### config.mk
export PLATFORM = sky130hd
export DESIGN_NAME = pfes_top
export DESIGN_NICKNAME = d
export VERILOG_FILES = /design/src/inc/pfes_pkg.sv /design/src/rtl/pfes_sticky.sv /design/src/rtl/pfes_top.sv
export SDC_FILE = /design/constraint.sdc
export NUM_CORES = 1
export LEC_CHECK = 0
export BUFFER_PORTS_ARGS = -buffer_cell sky130_fd_sc_hd__buf_4
export CAP_MARGIN = 40
export CORE_ASPECT_RATIO = 0.6
export CORE_MARGIN = 3
export CORE_UTILIZATION = 30
export CTS_CLUSTER_SIZE = 24
export DETAILED_ROUTE_END_ITERATION = 8
export GPL_ROUTABILITY_DRIVEN = 0
export GPL_TIMING_DRIVEN = 0
export HOLD_SLACK_MARGIN = 0.03
export PLACE_DENSITY = 0.8
export SYNTH_ARGS = -nofsm -noshare
export SYNTH_HDL_FRONTEND = slang
export SYNTH_HIERARCHICAL = 1
export SYNTH_SLANG_ARGS = --single-unit
### constraint.sdc
create_clock -name pclk -period 2.3 [get_ports pclk]
set_clock_uncertainty 0.05 [all_clocks]
set_input_delay 0.23 -clock pclk [delete_from_list [all_inputs] [get_ports pclk]]
set_output_delay 0.23 -clock pclk [all_outputs]
set_load 0.03 [all_outputs]
### src/inc/pfes_pkg.sv
// Constants and types for the processing logic error status register bank
package pfes_pkg;
  localparam logic [15:0] REG_BASE = 16'h0C10;
  localparam logic [9:0] IDX_AVAIL = 10'h000;
  localparam logic [9:0] IDX_FLAGS = 10'h001;
  localparam logic [7:0] AVAIL_NO = 8'h00;
  localparam logic [7:0] AVAIL_YES = 8'h01;
  localparam int BIT_NO_FW = 0;
  localparam int BIT_LOAD_FAIL = 1;
  localparam int BIT_RATE = 2;
  localparam int BIT_NO_TRIG = 3;
  localparam int BIT_NOT_READY = 4;
  localparam int BIT_PARAM = 5;
  localparam int ERR_BITS = 6;
  localparam logic [5:0] ERR_RST = 6'h00;
  localparam logic [31:0] RDATA_RST = 32'h00000000;
  localparam logic STICKY_RST = 1'b0;

  typedef struct packed {
    logic [5:0] err;
    logic [31:0] rdata;
    logic slverr;
  } pfes_state_t;

  typedef struct packed {
    logic q;
  } pfes_sticky_t;
endpackage

### src/rtl/pfes_sticky.sv
// Sticky summary flag, set wins over clear
`timescale 1ns/1ps
`default_nettype none
module pfes_sticky
  import pfes_pkg::*;
(
  input wire logic pclk,
  input wire logic presetn,
  input wire logic set,
  input wire logic clr,
  output logic q
);
  pfes_sticky_t state_reg;
  pfes_sticky_t state_next;

  always_comb begin
    state_next = state_reg;
    if (set) begin
      state_next.q = 1'b1;
    end else if (clr) begin
      state_next.q = 1'b0;
    end
  end

  always_ff @(posedge pclk or negedge presetn) begin
    if (!presetn) begin
      state_reg.q <= STICKY_RST;
    end else begin
      state_reg <= state_next;
    end
  end

  assign q = state_reg.q;
endmodule // pfes_sticky
`default_nettype wire

### src/rtl/pfes_top.sv
// APB register bank reporting processing logic error conditions
`timescale 1ns/1ps
`default_nettype none
// Overview of operation
// - Watch each error condition and set its flag once detected
// - Availability byte reads 0x01 when implemented, otherwise 0x00
// - Error byte sits at offset 0x0001 and ignores host writes
// - Error bits numbered from bit 0, one condition per bit
// - A bit reads 1 while its condition exists, else 0 (bit 1 also needs no-firmware clear)
// - Bit 0 no firmware, bit 1 load failed, bit 4 not ready
// - Bit 2 frame rate exceeded, bit 3 frame trigger missing
// - Bit 5 flags a bad, forbidden or conflicting parameter
// - Reading error byte clears not-ready and trigger summary bits unless their error bits are still set (set wins)
module pfes_top
  import pfes_pkg::*;
#(
  parameter bit IMPLEMENTED = 1'b1
)
(
  input wire logic pclk,
  input wire logic presetn,
  input wire logic psel,
  input wire logic penable,
  input wire logic pwrite,
  input wire logic [11:0] paddr,
  input wire logic [31:0] pwdata,
  output logic [31:0] prdata,
  output logic pready,
  output logic pslverr,
  input wire logic no_firmware,
  input wire logic firmware_load_failed,
  input wire logic frame_rate_exceeded,
  input wire logic external_frame_trigger_missing,
  input wire logic logic_not_ready,
  input wire logic parameter_error,
  output logic not_ready_summary,
  output logic trigger_error_summary
);
  pfes_state_t state_reg;
  pfes_state_t state_next;
  logic [5:0] cond;
  logic [9:0] idx;
  logic aligned;
  logic setup;
  logic flags_read_done;
  logic [7:0] avail_code;
  logic [31:0] unused_wdata;

  assign unused_wdata = pwdata;
  assign idx = paddr[11:2];
  assign aligned = (paddr[1:0] == 2'h0);
  assign setup = psel && !penable;
  assign avail_code = IMPLEMENTED ? AVAIL_YES : AVAIL_NO;

  always_comb begin
    cond = ERR_RST;
    cond[BIT_NO_FW] = no_firmware;
    cond[BIT_LOAD_FAIL] = firmware_load_failed && !no_firmware;
    cond[BIT_RATE] = frame_rate_exceeded;
    cond[BIT_NO_TRIG] = external_frame_trigger_missing;
    cond[BIT_NOT_READY] = logic_not_ready;
    cond[BIT_PARAM] = parameter_error;
  end

  always_comb begin
    state_next = state_reg;
    state_next.err = cond;
    if (setup) begin
      if (aligned && idx == IDX_AVAIL) begin
        state_next.slverr = 1'b0;
        state_next.rdata = pwrite ? state_reg.rdata : {24'h000000, avail_code};
      end else if (aligned && idx == IDX_FLAGS) begin
        state_next.slverr = 1'b0;
        // Writes are accepted and dropped
        state_next.rdata = pwrite ? state_reg.rdata :
          {24'h000000, 2'b00, state_reg.err};
      end else begin
        state_next.slverr = 1'b1;
        state_next.rdata = RDATA_RST;
      end
    end
  end

  always_ff @(posedge pclk or negedge presetn) begin
    if (!presetn) begin
      state_reg.err <= ERR_RST;
      state_reg.rdata <= RDATA_RST;
      state_reg.slverr <= 1'b0;
    end else begin
      state_reg <= state_next;
    end
  end

  assign prdata = state_reg.rdata;
  assign pslverr = state_reg.slverr;
  assign pready = 1'b1;

  // Completed read of the error byte
  assign flags_read_done = psel && penable && !pwrite && aligned &&
    idx == IDX_FLAGS;

  // Summary flags for the general status word
  pfes_sticky u_not_ready_sum (
    .pclk(pclk),
    .presetn(presetn),
    .set(state_reg.err[BIT_NOT_READY]),
    .clr(flags_read_done),
    .q(not_ready_summary)
  );

  pfes_sticky u_trigger_sum (
    .pclk(pclk),
    .presetn(presetn),
    .set(state_reg.err[BIT_RATE] || state_reg.err[BIT_NO_TRIG]),
    .clr(flags_read_done),
    .q(trigger_error_summary)
  );
endmodule // pfes_top
`default_nettype wire

==> run metrics <==
status completed; Buf/Inv on CP 2; Worst Setup End Kind flop; H-Tree Depth 1; HPWL after DPL 1420 um; Worst EP arrival 1650 ps; post-route setup slack 735 ps; Setup TNS 0 ps; first-pass GRT wire length 2520 um; Post-Synthesis Cells 76; NetSw 0.181 mW; sequential share of power 0.431; vias in the first global route 635; fill count 240; initial core utilization 0.324; drt drc 0; Die W 74.1 um; Reg clk slew, reported paths 60 ps; vias post-DR 639; Nets 193; critical path's largest stage delay 540 ps; Clk Latency, worst-skew pair 250 ps; CP Launch Type input pin; Total Routing Usage GR 0.0995; Max Root-Sink Buffers 2; initial antenna violation count 0; Final period util 0.681; Mapped Area 835 um2; reg2reg end u_trigger_sum/q; Setup Crit Path Kind in -> reg; post-route cell area 1260 um2; Yosys cell types 21; Slowest-stage cell, CP or4_4; number of DRC markers in iteration 0 2; hold path depth 1; Resize count post-CTS 0; R2R depth 2; CTS tree done; Critical Path Fanout Max 4; largest net degree at the start of global routing 16; FF-to-FF setup slack 1320 ps; DIE HEIGHT 46.9 um; Gate power share 0.237; port buffer count 31; Detailed Route WL 1640 um; core area 2570 um2; clock power share 0.331; internal power 0.455 mW; YS warnings 6; layout cell share with drive strength beyond 1 0.540; Die ar. 3470 um2; WL/cell 9.70 um; final hold slack 37.1 ps; Seq/Total Area, Yosys 0.450; power density over cell area 505 nW/um2; Peak Freq 639 MHz; Placed Area 1200 um2; mean post-synth cell area 11.0 um2; MaxCap Viol Count 0; drt first pass iters 4; Clock Tree Root clkbuf_8; hold endpoint state_reg[38]; P_leak 0.698 nW; # diodes 0; RSZ-0062 raised after global routing false; fin crit period 1570 ps; IO Count 91; crit path cell chain buf_4 > or4_4 > nor4_4 > and4_2 > inv_1 > a21o_1; Rows 14; Clock Sinks 15; utilization after layout 0.488; WP depth 6; RR Startpoint state_reg[36]; hold crit path type in -> reg; P&R area growth vs syn 50.7%; Yosys reg bits 15; min-delay src parameter_error; switch share 0.285; DRT antenna net count 0; worst path required time 2390 ps; Inserted Clock Buffers 3; total congestion overflow 0; pre-CTS WS 475 ps; max-slew violations 0; final setup vio count 0; Via-to-Cell Ratio 3.78; Hold Fails Final Rpt 0; Top delay family on crit path simple AND/OR/NAND/NOR gates; Peak VDD IR 333 uV
-- Yosys cell counts --
cell type  count  area share
nand2_1        1      0.0045
dfrtp_1       15        0.45
o21ai_0        1      0.0060
or4_4          1       0.013
or3_1          1      0.0075
a21o_2         1       0.010
a22o_1         5       0.052
a21o_1         2       0.018
nor2b_1        2       0.015
or4_1          1      0.0090
and3_4         1       0.013
buf_4         33        0.30
or2_2          1      0.0075
a32o_1         1       0.012
and3_1         1      0.0075
and4_2         1       0.012
conb_1         2      0.0090
nor3_1         1      0.0060
inv_1          2      0.0090
nand2b_1       2       0.015
nor4_4         1       0.025
-- worst max-delay path by stage --
stage                        start           endpoint  slack [ps]
after detailed placement  paddr[1]  u_not_ready_sum/q         480
after floorplan           paddr[1]  u_not_ready_sum/q         680
after global placement    paddr[1]    u_trigger_sum/q         500
after CTS                 paddr[1]    u_trigger_sum/q         730
final                     paddr[1]    u_trigger_sum/q         730
after global routing      paddr[1]  u_not_ready_sum/q         670
-- through the flow --
step | total power, mW | std cells
after detailed placement | 0.427 | 164
after CTS | 0.639 | 169
after floorplan | 0.386 | 101
after global placement | 0.424 | 164
after global routing | 0.667 | 169
final | 0.636 | 169
-- power groups by stage --
| stage | Sequential, mW | Combinational (mW) | Clock [mW] |
|---|---|---|---|
| 2_1_floorplan | 0.283 | 0.103 | 0 |
| 3_3_place_gp | 0.279 | 0.145 | 0 |
| 3_5_place_dp | 0.279 | 0.148 | 0 |
| 4_1_cts | 0.274 | 0.149 | 0.216 |
| 5_1_grt | 0.275 | 0.162 | 0.231 |
| 6_report | 0.274 | 0.151 | 0.211 |
-- area by class of cell --
type / instances / area [um2] / area share
multi-input cells: 51 / 298 / 0.237
clock inverters: 1 / 5.00 / 0.00398
inverters: 2 / 7.51 / 0.00597
repair buffers: 32 / 243 / 0.193
well taps: 32 / 40.0 / 0.0318
flip-flops and latches: 15 / 375 / 0.299
plain buffers: 33 / 248 / 0.197
clock buffers: 3 / 41.3 / 0.0328
-- worst reg2reg max path, cell delays in order, from the launching register on --
cell	delay [ps]
dfrtp_1	370
or2_2	290
a21o_1	160
-- cells in the final DEF (no fill, tap or decap) --
master	synthesis	layout
clkbuf_8	0	3
conb_1	2	27
a21o_1	2	2
dlygate4sd3_1	0	1
o21ai_0	1	1
a22o_1	5	5
or4_4	1	1
a32o_1	1	1
inv_1	2	2
and3_1	1	1
and3_4	1	1
and4_2	1	1
buf_4	33	64
clkinv_2	0	1
nor3_1	1	1
nor4_4	1	1
a21o_2	1	1
or4_1	1	1
nor2b_1	2	2
nand2b_1	2	2
dfrtp_1	15	15
or2_2	1	1
nand2_1	1	1
or3_1	1	1
-- what timing repair did --
item	4_1_cts	5_1_grt
buffers inserted	0	0
hold buffers	1	0
endpoints found under the hold margin	15	0
-- layer usage --
metal  up-vias  track usage  wire length (um)
met2        40        0.180               802
met4         0       0.0830                74
met5         -            0                 0
li1        316            -                 -
met1       273       0.0980               580
met3        10       0.0299               181
-- kinds of logic after synthesis --
group / synth area share
other: 0.00900
flip-flops: 0.450
buffers and inverters: 0.306
AND/OR/NAND/NOR: 0.136
AO/OA/AOI/OAI: 0.0989
No activity file was read; power rests on OpenSTA's default activity.
